## config.mk

```make
export PLATFORM = sky130hd
export DESIGN_NAME = irq_ctrl
export DESIGN_NICKNAME = d
export VERILOG_FILES = /design/src/verilog/irq_ctrl_pkg.sv /design/src/verilog/irq_ctrl.sv
export SDC_FILE = /design/constraint.sdc
export NUM_CORES = 1
export LEC_CHECK = 0
export BUFFER_PORTS_ARGS = -buffer_cell sky130_fd_sc_hd__buf_2
export CORE_AREA = 2 2 204 206
export CTS_BUF_LIST = sky130_fd_sc_hd__clkbuf_2 sky130_fd_sc_hd__clkbuf_4 sky130_fd_sc_hd__clkbuf_8
export DETAILED_ROUTE_END_ITERATION = 7
export DIE_AREA = 0 0 206 208
export HOLD_SLACK_MARGIN = 0.15
export PLACE_DENSITY = 0.69
export SYNTH_ARGS = -nofsm -noshare
export SYNTH_HDL_FRONTEND = slang
export SYNTH_SLANG_ARGS = --single-unit
```

## constraint.sdc

```tcl
create_clock -name clock -period 63.2 [get_ports clock]
set_clock_uncertainty 0.2 [all_clocks]
set_input_delay 6.32 -clock clock [delete_from_list [all_inputs] [get_ports clock]]
set_output_delay 6.32 -clock clock [all_outputs]
set_load 0.03 [all_outputs]
```

## src/verilog/irq_ctrl_pkg.sv

```systemverilog
// constants of the prioritised interrupt controller
package irq_ctrl_pkg;
	// register word indices on the software port
	localparam logic [4:0] reg_request_flags_0 = 5'h00;
	localparam logic [4:0] reg_source_enables_0 = 5'h03;
	localparam logic [4:0] reg_source_priority_0 = 5'h06;
	localparam logic [4:0] reg_source_priority_10 = 5'h10;
	localparam logic [4:0] reg_global_control_1 = 5'h11;
	localparam logic [4:0] reg_global_control_2 = 5'h12;
	localparam logic [4:0] reg_core_control = 5'h13;
	localparam logic [4:0] reg_processor_status = 5'h14;
	localparam logic [4:0] reg_timed_disable_count = 5'h15;
	localparam int flag_regs = 3;
	localparam int priority_regs = 11;
	// field positions
	localparam int nesting_disable_bit = 15;
	localparam int alt_table_bit = 15;
	localparam int timed_disable_bit = 14;
	localparam int ipl3_bit = 3;
	localparam int ipl_low_pos = 5;
	localparam int timed_count_width = 14;
	// reset values
	localparam logic [15:0] flags_reset = 16'h0000;
	localparam logic [15:0] enables_reset = 16'h0000;
	localparam logic [2:0] priority_reset = 3'h4;
	localparam logic [3:0] ipl_reset = 4'h0;
	// priority levels
	localparam logic [3:0] timed_block_max = 4'h6;
	localparam logic [3:0] trap_level_base = 4'hb;
	// vector space
	localparam logic [5:0] vector_offset = 6'h08;
	localparam logic [5:0] trap_vector_base = 6'h01;
	localparam logic [23:0] vector_lo = 24'h000004;
	localparam logic [23:0] vector_hi = 24'h0000fe;
	localparam logic [23:0] alt_table_offset = 24'h000080;
	// implemented sources per variant
	localparam logic [47:0] small_sources = 48'h0400_0b81_ffff;
	localparam logic [47:0] large_sources = 48'h0600_0bff_ffff;
	// controller sequence
	typedef enum logic [0:0] {st_idle, st_present} state_type;
endpackage : irq_ctrl_pkg

```

## src/verilog/irq_ctrl.sv

```systemverilog
// prioritised interrupt controller with vector supply to the core
//
// The register offsets and the plain strobed port were decided locally.
`timescale 1ns/10ps
// How it works
// - each request flag set by its source event, cleared by software write
// - flags set regardless of the matching enable bit
// - per-source enable gates a flagged request into arbitration
// - three-bit priority per source, 7 highest, 1 lowest
// - priority zero means the source is never taken
// - priority in low three bits of each nibble, top bit reads zero
// - cpu level is four bits: top in core control, low in status
// - nesting disable blocks any new source interrupt while one is serviced; traps are still taken
// - cpu level bits ignore writes while nesting disable is one
// - timed disable blocks levels 6 and below; status bit reads set meanwhile
// - program counter loaded over 24 bits with the fetched vector word
// - 126 vector words between 0x000004 and 0x0000fe
// - normal fetch from vector range raises an address error trap
// - equal priority ties go to the lowest source number
// - rank equals source number; vector number is source plus eight
// - small variant source map; unlisted sources reserved
// - large variant adds sources 17 to 22 and 41
// - interrupt sources and four traps share one priority scheme
// - first global register holds trap control, second external and table select
// - edge or level options live in the peripherals, not here
// - flags sampled at each instruction start, winner evaluated in that cycle
// - a request interrupts only above the current cpu level
// - taking an interrupt loads its level into the cpu level bits
// - traps use levels 11 to 14, top level bit set only for traps
module irq_ctrl #(
	parameter bit large_variant = 1'b1,
	parameter int stack_depth = 8
) (
	// clock and reset
	input wire logic clock,
	input wire logic rst,
	// register port
	input wire logic [4:0] reg_addr,
	input wire logic [15:0] reg_wdata,
	input wire logic reg_write,
	input wire logic reg_read,
	output logic [15:0] reg_rdata_q,
	// peripheral request events, one pulse each
	input wire logic [47:0] source_event,
	input wire logic [3:0] trap_event,
	// core side
	input wire logic instr_start,
	input wire logic vector_ack,
	input wire logic [23:0] vector_word,
	input wire logic irq_return,
	input wire logic fetch_valid,
	input wire logic fetch_is_vector,
	input wire logic [23:0] fetch_addr,
	output logic irq_request_q,
	output logic [5:0] irq_vector_q,
	output logic [3:0] irq_level_q,
	output logic [23:0] vector_location_q,
	output logic pc_load_q,
	output logic [23:0] pc_value_q,
	output logic address_error_q,
	output logic [3:0] cpu_priority_level_q
);
	// nesting depth counter is four bits wide
	if (stack_depth < 1 || stack_depth > 15) begin : g_bad_depth
		$error("stack_depth must lie between 1 and 15");
	end

	localparam logic [47:0] impl_mask = large_variant ? irq_ctrl_pkg::large_sources
		: irq_ctrl_pkg::small_sources;

	typedef struct packed {
		irq_ctrl_pkg::state_type state;
		logic [47:0] flags;
		logic [47:0] enables;
		logic [47:0][2:0] prio;
		logic [14:0] ctrl1_low;
		logic nesting_disable;
		logic alt_table;
		logic [13:0] ctrl2_low;
		logic [3:0] cpu_priority_level;
		logic [irq_ctrl_pkg::timed_count_width-1:0] timed_count;
		logic [3:0] depth;
		logic [stack_depth-1:0][3:0] stack;
		logic [3:0] trap_pend;
		logic [5:0] vec;
		logic [3:0] lvl;
		logic [3:0] trap_taking;
		logic [5:0] src;
		logic [23:0] loc;
		logic req;
		logic pc_load;
		logic [23:0] pc_val;
		logic addr_err;
		logic [15:0] rdata;
	} state_reg_type;

	state_reg_type s_q;
	state_reg_type s_d;

	// best eligible source: highest level, lowest number on ties
	function automatic logic [9:0] pick_source(input logic [47:0] elig,
		input logic [47:0][2:0] pr);
		logic [9:0] best;
		best = '0;
		for (int i = 47; i >= 0; i--) begin
			if (elig[i] && ({1'b0, pr[i]} >= best[9:6])) begin
				best = {1'b0, pr[i], 6'(i)};
			end
		end
		return best;
	endfunction : pick_source

	function automatic logic [15:0] priority_word(input logic [47:0][2:0] pr, input int r);
		logic [15:0] w;
		w = '0;
		for (int n = 0; n < 4; n++) begin
			if (4 * r + n < 48) begin
				w[4*n +: 3] = pr[4*r+n] & {3{impl_mask[4*r+n]}};
			end
		end
		return w;
	endfunction : priority_word

	logic [47:0] eligible;
	logic [9:0] winner;
	logic [3:0] win_level;
	logic [1:0] trap_idx;
	logic trap_any;
	logic [3:0] trap_level;
	logic [4:0] ridx;
	logic in_vector_space;
	logic int_allowed;

	always_comb begin
		s_d = s_q;
		s_d.pc_load = 1'b0;
		s_d.addr_err = 1'b0;
		s_d.rdata = '0;
		ridx = reg_addr - irq_ctrl_pkg::reg_source_priority_0;
		// priority zero counts as disabled
		for (int i = 0; i < 48; i++) begin
			eligible[i] = s_q.flags[i] && s_q.enables[i] && (s_q.prio[i] != 3'h0);
		end
		winner = pick_source(eligible, s_q.prio);
		win_level = winner[9:6];
		trap_any = |s_q.trap_pend;
		trap_idx = 2'h0;
		for (int t = 0; t < 4; t++) begin
			if (s_q.trap_pend[t]) begin
				trap_idx = 2'(t);
			end
		end
		trap_level = irq_ctrl_pkg::trap_level_base + {2'b00, trap_idx};
		int_allowed = (win_level > s_q.cpu_priority_level)
			&& !(s_q.nesting_disable && (s_q.depth != 4'h0))
			&& !((s_q.timed_count != '0) && (win_level <= irq_ctrl_pkg::timed_block_max));
		in_vector_space = (fetch_addr >= irq_ctrl_pkg::vector_lo)
			&& (fetch_addr <= irq_ctrl_pkg::vector_hi);

		// event set wins over a software clear in the same cycle
		if (reg_write) begin
			for (int r = 0; r < irq_ctrl_pkg::flag_regs; r++) begin
				if (reg_addr == irq_ctrl_pkg::reg_request_flags_0 + 5'(r)) begin
					s_d.flags[16*r +: 16] = reg_wdata;
				end
				if (reg_addr == irq_ctrl_pkg::reg_source_enables_0 + 5'(r)) begin
					s_d.enables[16*r +: 16] = reg_wdata;
				end
			end
			for (int r = 0; r < irq_ctrl_pkg::priority_regs; r++) begin
				if (reg_addr == irq_ctrl_pkg::reg_source_priority_0 + 5'(r)) begin
					for (int n = 0; n < 4; n++) begin
						if (4 * r + n < 48) begin
							s_d.prio[4*r+n] = reg_wdata[4*n +: 3];
						end
					end
				end
			end
			case (reg_addr)
				irq_ctrl_pkg::reg_global_control_1: begin
					s_d.nesting_disable = reg_wdata[irq_ctrl_pkg::nesting_disable_bit];
					s_d.ctrl1_low = reg_wdata[14:0];
				end
				irq_ctrl_pkg::reg_global_control_2: begin
					s_d.alt_table = reg_wdata[irq_ctrl_pkg::alt_table_bit];
					s_d.ctrl2_low = reg_wdata[13:0];
				end
				irq_ctrl_pkg::reg_processor_status: begin
					if (!s_q.nesting_disable) begin
						s_d.cpu_priority_level[2:0] = reg_wdata[irq_ctrl_pkg::ipl_low_pos +: 3];
					end
				end
				irq_ctrl_pkg::reg_timed_disable_count: begin
					s_d.timed_count = reg_wdata[irq_ctrl_pkg::timed_count_width-1:0];
				end
				default: begin
				end
			endcase
		end
		// conditions arrive already qualified by their peripheral
		s_d.flags = (s_d.flags | source_event) & impl_mask;
		s_d.enables = s_d.enables & impl_mask;

		if (instr_start && (s_q.timed_count != '0) && !(reg_write
			&& reg_addr == irq_ctrl_pkg::reg_timed_disable_count)) begin
			s_d.timed_count = s_q.timed_count - 1'b1;
		end

		// vector words are only fetched by the vector sequence
		if (fetch_valid && !fetch_is_vector && in_vector_space) begin
			s_d.addr_err = 1'b1;
		end
		s_d.trap_pend = s_d.trap_pend | trap_event | {2'b00, s_d.addr_err, 1'b0};

		case (s_q.state)
			irq_ctrl_pkg::st_idle: begin
				if (instr_start) begin
					if (trap_any && (trap_level > s_q.cpu_priority_level)) begin
						s_d.req = 1'b1;
						s_d.lvl = trap_level;
						s_d.vec = irq_ctrl_pkg::trap_vector_base + {4'h0, trap_idx};
						s_d.trap_taking = 4'h1 << trap_idx;
						s_d.state = irq_ctrl_pkg::st_present;
					end else if ((win_level != 4'h0) && int_allowed) begin
						s_d.req = 1'b1;
						s_d.lvl = win_level;
						s_d.vec = winner[5:0] + irq_ctrl_pkg::vector_offset;
						s_d.src = winner[5:0];
						s_d.trap_taking = 4'h0;
						s_d.state = irq_ctrl_pkg::st_present;
					end
				end
			end
			irq_ctrl_pkg::st_present: begin
				if (vector_ack) begin
					s_d.req = 1'b0;
					s_d.state = irq_ctrl_pkg::st_idle;
					s_d.pc_load = 1'b1;
					s_d.pc_val = vector_word;
					s_d.cpu_priority_level = s_q.lvl;
					// a fresh trap in the acknowledge cycle stays pending
					s_d.trap_pend = s_d.trap_pend & ~(s_q.trap_taking & ~trap_event
						& ~{2'b00, s_d.addr_err, 1'b0});
					if (s_q.depth < 4'(stack_depth)) begin
						s_d.stack[s_q.depth[$clog2(stack_depth+1)-1:0]] = s_q.cpu_priority_level;
						s_d.depth = s_q.depth + 4'h1;
					end
				end
			end
			default: begin
				s_d.state = irq_ctrl_pkg::st_idle;
				s_d.req = 1'b0;
			end
		endcase
		s_d.loc = irq_ctrl_pkg::vector_lo + {17'h0, s_d.vec, 1'b0}
			+ (s_d.alt_table ? irq_ctrl_pkg::alt_table_offset : 24'h0);

		if (irq_return && s_q.state == irq_ctrl_pkg::st_idle && s_q.depth != 4'h0) begin
			s_d.depth = s_q.depth - 4'h1;
			s_d.cpu_priority_level = s_q.stack[s_d.depth[$clog2(stack_depth+1)-1:0]];
		end

		if (reg_read) begin
			if (reg_addr < irq_ctrl_pkg::reg_source_enables_0) begin
				s_d.rdata = s_q.flags[16*reg_addr[1:0] +: 16];
			end else if (reg_addr < irq_ctrl_pkg::reg_source_priority_0) begin
				s_d.rdata = s_q.enables[16*(2'(reg_addr
					- irq_ctrl_pkg::reg_source_enables_0)) +: 16];
			end else if (reg_addr <= irq_ctrl_pkg::reg_source_priority_10) begin
				s_d.rdata = priority_word(s_q.prio, int'(ridx));
			end else begin
				case (reg_addr)
					irq_ctrl_pkg::reg_global_control_1: begin
						s_d.rdata = {s_q.nesting_disable, s_q.ctrl1_low};
					end
					irq_ctrl_pkg::reg_global_control_2: begin
						s_d.rdata = {s_q.alt_table, (s_q.timed_count != '0),
							s_q.ctrl2_low};
					end
					irq_ctrl_pkg::reg_core_control: begin
						s_d.rdata = 16'(s_q.cpu_priority_level[3]) << irq_ctrl_pkg::ipl3_bit;
					end
					irq_ctrl_pkg::reg_processor_status: begin
						s_d.rdata = 16'(s_q.cpu_priority_level[2:0]) << irq_ctrl_pkg::ipl_low_pos;
					end
					irq_ctrl_pkg::reg_timed_disable_count: begin
						s_d.rdata = 16'(s_q.timed_count);
					end
					default: begin
						s_d.rdata = 16'h0000;
					end
				endcase
			end
		end
	end

	always_ff @(posedge clock) begin
		if (rst) begin
			s_q <= '0;
			s_q.state <= irq_ctrl_pkg::st_idle;
			s_q.cpu_priority_level <= irq_ctrl_pkg::ipl_reset;
			s_q.flags <= {3{irq_ctrl_pkg::flags_reset}};
			s_q.enables <= {3{irq_ctrl_pkg::enables_reset}};
			s_q.prio <= {48{irq_ctrl_pkg::priority_reset}};
		end else begin
			s_q <= s_d;
		end
	end

	assign reg_rdata_q = s_q.rdata;
	assign irq_request_q = s_q.req;
	assign irq_vector_q = s_q.vec;
	assign irq_level_q = s_q.lvl;
	assign vector_location_q = s_q.loc;
	assign pc_load_q = s_q.pc_load;
	assign pc_value_q = s_q.pc_val;
	assign address_error_q = s_q.addr_err;
	assign cpu_priority_level_q = s_q.cpu_priority_level;
endmodule : irq_ctrl

```

# After elaboration in Yosys (flattened, before gate mapping)

Memories as Yosys holds them, arrays and structs flattened.
Cells that the tools add are included.

$add $sub $neg: 13
Muxes and demuxes: 120
$mul: 0
Equality and inequality tests: 24
Bitwise logic cells: 16
Divide/modulo/power cells: 0
Reduce and logical (&&, ||, !) cells: 239
$lt $le $gt $ge: 67
Shifts and indexed selects: 3

Operator list:

| kind                                                                    | count |
|---|---|
| 10-bit 2-to-1 mux                                                       | 41 |
| 3-bit by 4-bit >= comparator with 1-bit output                          | 41 |
| 1-bit logical AND                                                       | 135 |
| 3-bit nonzero test                                                      | 44 |
| 16-bit 2-to-1 mux                                                       | 8 |
| 32-bit by 7-bit < comparator with 1-bit output (second input constant)  | 3 |
| 48-bit by 7-bit variable part select with 16-bit output                 | 2 |
| 91-bit 2-to-1 mux                                                       | 1 |
| 40-bit 2-to-1 mux                                                       | 2 |
| 16-bit case mux with 5 select lines                                     | 1 |
| 9-bit 2-to-1 mux                                                        | 7 |
| 20-bit 2-to-1 mux                                                       | 3 |
| 3-bit binary-select mux with 6-bit select                               | 3 |
| 43-bit OR                                                               | 1 |
| 14-bit 2-to-1 mux                                                       | 3 |
| 5-bit by 4-bit == test with 1-bit output (second input constant)        | 8 |
| 3-bit 2-to-1 mux                                                        | 13 |
| 2-bit AND reduction                                                     | 19 |
| 36-bit 2-to-1 mux                                                       | 1 |
| 32-bit bitwise mux                                                      | 1 |
| 5-bit == test (second input constant)                                   | 6 |
| 15-bit 2-to-1 mux                                                       | 2 |
| 26-bit 2-to-1 mux                                                       | 1 |
| 24-bit by 3-bit >= comparator with 1-bit output (second input constant) | 1 |
| other kinds (60)                                                        | 135 |

Bits in latches: 0
Bits of input ports: 130
RAM bits: 0
Memories kept: 4
Register bits: 386
Word-level logic and storage cells: 563
ROM bits: 208

Memory list:

| name            | words | bits a word | rd ports | clocked after memory_dff | write ports | RTL line        | source |
|---|---|---|---|---|---|---|---|
| (no name shown) | 64    | 1           | 1        | 0                        | 0           | irq_ctrl.sv:118 | `w[4*n +: 3] = pr[4*r+n] & {3{impl_mask[4*r+n]}};` |
| (no name shown) | 64    | 1           | 1        | 0                        | 0           | irq_ctrl.sv:118 |  |
| (no name shown) | 64    | 1           | 1        | 0                        | 0           | irq_ctrl.sv:118 |  |
| (no name shown) | 16    | 1           | 1        | 0                        | 0           | irq_ctrl.sv:118 |  |

# Longest topological paths before layout

Depth in word-level cells: 154
Depth in mapped cells: 211
Mapped depth without buffers: 208

# Least setup slack after synthesis

No wires, ideal clock.

Path kind: register to register
Start point: register s_q[410] in the netlist's numbering
End point: register s_q (netlist bit vector_location_q[4])
Stages on the path, launching flop included: 196
Setup time: 0.128 ns
Setup slack: 24.010 ns
Required time: 62.872 ns
Clock period less this slack: 39.190 ns
Arrival time: 38.863 ns
Cell sequence: dfxtp_1 > and3_1 > ha_1 > nand2b_1 > a31oi_2 > nor3_1 > o2bb2ai_1 > inv_1 > ha_1 > a31oi_1 > nor2_1 > a31oi_1 > mux2_2 > ha_1 > nand2b_1 > nand2_1 > o31ai_1 > a21oi_1 > (+160 left out) > o32ai_1 > ha_1 > nand2b_1 > a21o_1 > a21oi_1 > nor2_1 > o31ai_1 > ha_1 > a31oi_1 > o211ai_1 > o32a_4 > a21o_1 > a221oi_1 > inv_1 > ha_1 > inv_1 > xnor2_1 > nor2_1

RTL lines:

| element         | RTL line       | source |
|---|---|---|
| start, declared | irq_ctrl.sv:97 | `state_reg_type s_q;` |

==> results.py <==
metrics = {
    "run_status": {
        "status": "complete, no violations",
    },
    "global_routing": {
        "grt_max_degree": 141,
        "grt_overflow": 0,
        "grt_usage_pct": 31.3,
        "grt_pass1_vias": 18100,
        "grt_pass1_wl_mm": 104,
        "grt_antenna_before_repair": 3,
    },
    "timing": {
        "fmax_mhz": 21.6,
        "setup_viol": 0,
        "timing.final.ws_setup_ns": 16.90,
        "rsz0062_at_grt": "no",
        "drv_slew": 0,
        "timing.setup.tns_ns": 0,
        "relSlewSlack_pct": 16.2,
        "period_needed_ns": 46.30,
        "worstMarginPinSlew_ns": 1.26,
        "period_share_pct": 73.3,
        "final_hold_viol_count": 0,
    },
    "clock_network": {
        "root_buffer": "clkbuf_8",
        "cts_max_level": 2,
        "holdBufCountCts": 0,
        "insertion_delay_ns": 0.68,
        "cts-root-to-sink-buffers": 3,
        "post_cts_resized": 0,
        "cts_buffers": 56,
        "cts_setup_buffers": 0,
        "numClockSinks": 326,
        "cts_tree": "done",
        "clkTransAtPathRegs_ns": 0.07,
    },
    "layout": {
        "utilization_pct": 53.9,
        "nNetsFinal": 2794,
        "area.growth.synth_to_final_pct": 8.86,
        "multiInputGateArea_sq_um": 12100,
        "register_area_sq_um": 6530,
        "nFillCells": 3903,
        "layout.cells.non_filler": 3161,
        "drive_gt1_share_pct": 14.7,
    },
    "setup_path": {
        "worstReg2RegStart": "s_q[410]",
        "reg2reg_slack_ns": 16.90,
        "crit_path_max_incr_delay_ns": 0.77,
        "cp.required_ns": 63.56,
        "cp-start-kind": "flip-flop",
        "path_max_fanout": 16,
        "cpMaxStageDelayCell": "a31oi_1",
        "cp_data_arrival_time_ns": 46.66,
        "crit_top_cell": "ha_1",
        "startpoint": "s_q[410]",
        "worstSetupEndpointType": "flip-flop",
        "criticalPathCategory": "reg2reg",
    },
    "synthesis": {
        "async_flop_share_pct": 0,
        "yosysUniqueCellTypes": 98,
        "syn_area_per_cell_sq_um": 7.83,
        "synth-seq-cells": 326,
        "yosysTopAreaCell": "dfxtp_1",
        "synth_top_area_share_pct": 32.5,
        "syn_inst": 2564,
        "synth_edf_count": 0,
        "ys_warn_count": 0,
        "synth_area_sq_um": 20100,
        "synth.yosys.seq_area_share_pct": 32.5,
        "synthTopCellsByArea": "dfxtp_1 33%, nand2_1 9.4%, a21oi_1 6.1%",
        "synth_ff_type": "dfxtp_1",
    },
    "placement": {
        "dp.final_hpwl_mm": 49.7,
        "dpl.cell_count": 3057,
        "preCtsSetupSlack_ns": 18.02,
        "place.gp.congestion": 1.02,
        "port_buffers": 175,
    },
    "floorplanning": {
        "die_w_microns": 206,
        "die_y_microns": 208,
        "ios": 211,
        "core_area_sq_um": 40600,
        "start_util_pct": 49.5,
        "die-area_sq_um": 42800,
        "num_rows": 74,
    },
    "drt": {
        "wl_per_cell_microns": 21.8,
        "drtPass1Iterations": 5,
        "drt_iter0_markers": 2193,
        "vias_per_cell": 6.19,
        "drc_errors": 0,
        "vias": 19600,
        "wl_mm": 68.8,
        "ant_nets": 0,
    },
    "job": {
        "max_cap_violations": 0,
    },
    "power": {
        "leakagePower_nw": 8.57,
        "peakVddDrop_uv": 29.8,
        "finalPower_uw": 554,
        "powerDensity_nw_per_um2": 25.4,
    },
    "hold_path": {
        "hp-class": "reg2reg",
        "min-delay-start": "pc_value_q[7]",
    },
}
[state kept, by name, summed over array words and instances, names as in the netlist, 4 cells and up]
signal and cells:
s_q 262, pc_value_q 24, reg_rdata_q 16, vector_location_q 7
irq_vector_q 6, cpu_priority_level_q 4, irq_level_q 4
[worst max-delay path, delay by kind of cell (launching register included)]
family | cells | cell delay, ns
AND/OR/NAND/NOR | 62 | 10.85
AO/OA/AOI/OAI | 84 | 23.60
buffers and inverters | 8 | 0.71
flip-flops | 1 | 0.47
adder cells (fa/ha/maj) | 34 | 9.09
multiplexers | 3 | 1.15
[routing by layer]
layer	GRT usage, %	wire length, microns
met4	14.0	3230
met2	48.7	30900
met3	6.61	6870
met1	41.4	27800
met5	0	7
[logic make-up (layout without fill, tap and decap cells)]
logic type | after synthesis | count (layout) | synth area share (%)
buf+inv | 331 | 380 | 7.68
flops | 326 | 326 | 32.5
xor+xnor | 14 | 14 | 0.611
simple gates | 1023 | 1023 | 22.9
compound gates | 662 | 662 | 22.9
fa+ha+maj | 85 | 85 | 5.25
other cells | 1 | 17 | 0.0187
mux | 122 | 122 | 8.16
[placed cells by master, fill, tap and decap left out, types with 36 or more instances in the layout]
| cell | count |
|---|---|
| a21oi_1 | 244 |
| nand2b_1 | 45 |
| nand3b_1 | 43 |
| inv_1 | 92 |
| dfxtp_1 | 326 |
| buf_2 | 174 |
| a211oi_1 | 39 |
| nor3_1 | 50 |
| ha_1 | 81 |
| nor2_1 | 218 |
| o21ai_0 | 51 |
| clkbuf_8 | 71 |
| a31oi_1 | 45 |
| nand2_1 | 504 |
| nand3_1 | 36 |
| mux2i_1 | 80 |
[layout make-up]
type,instances,share of cell area [%]
multi-input combinational,1922,55.2
sequential,326,29.9
inverter,93,1.60
timing repair buffer,184,4.37
tap,532,3.05
antenna,1,0.0115
clock inverter,17,0.928
clock buffer,86,4.99
[final timing paths]
path,depth (start not counted),to
setup reg to reg,191,vector_location_q[6]
setup / recovery,191,vector_location_q[6]
hold reg to reg,2,pc_value_q[7]
hold / removal,2,pc_value_q[7]
[stage by stage]
step | hold slack (ns) | cell area, sq um
finish | 0.250 | 21800
detailed placement | 0.244 | 20500
global route | 0.270 | 21800
global placement | 0.238 | 20500
floorplan | 0.233 | 20100
CTS | 0.252 | 21800
[synth_stat cells, types with 43 or more instances]
cell type  number
nand3b_1       43
o21ai_0        51
mux2i_1        80
dfxtp_1       326
clkbuf_1      148
a31oi_1        45
nand2b_1       45
nand2_1       504
inv_1          92
ha_1           81
nor3_1         50
nor2_1        218
buf_4          79
a21oi_1       244
[power breakdown]
group / switching [mW] / total, mW / internal, mW / leakage (nW)
clock: 0.0937 / 0.220 / 0.127 / 0.678
combinational: 0.0628 / 0.0996 / 0.0368 / 5.24
sequential: 0.0179 / 0.234 / 0.216 / 2.65
total: 0.174 / 0.554 / 0.379 / 8.57
(Power assumes the default switching activity.)
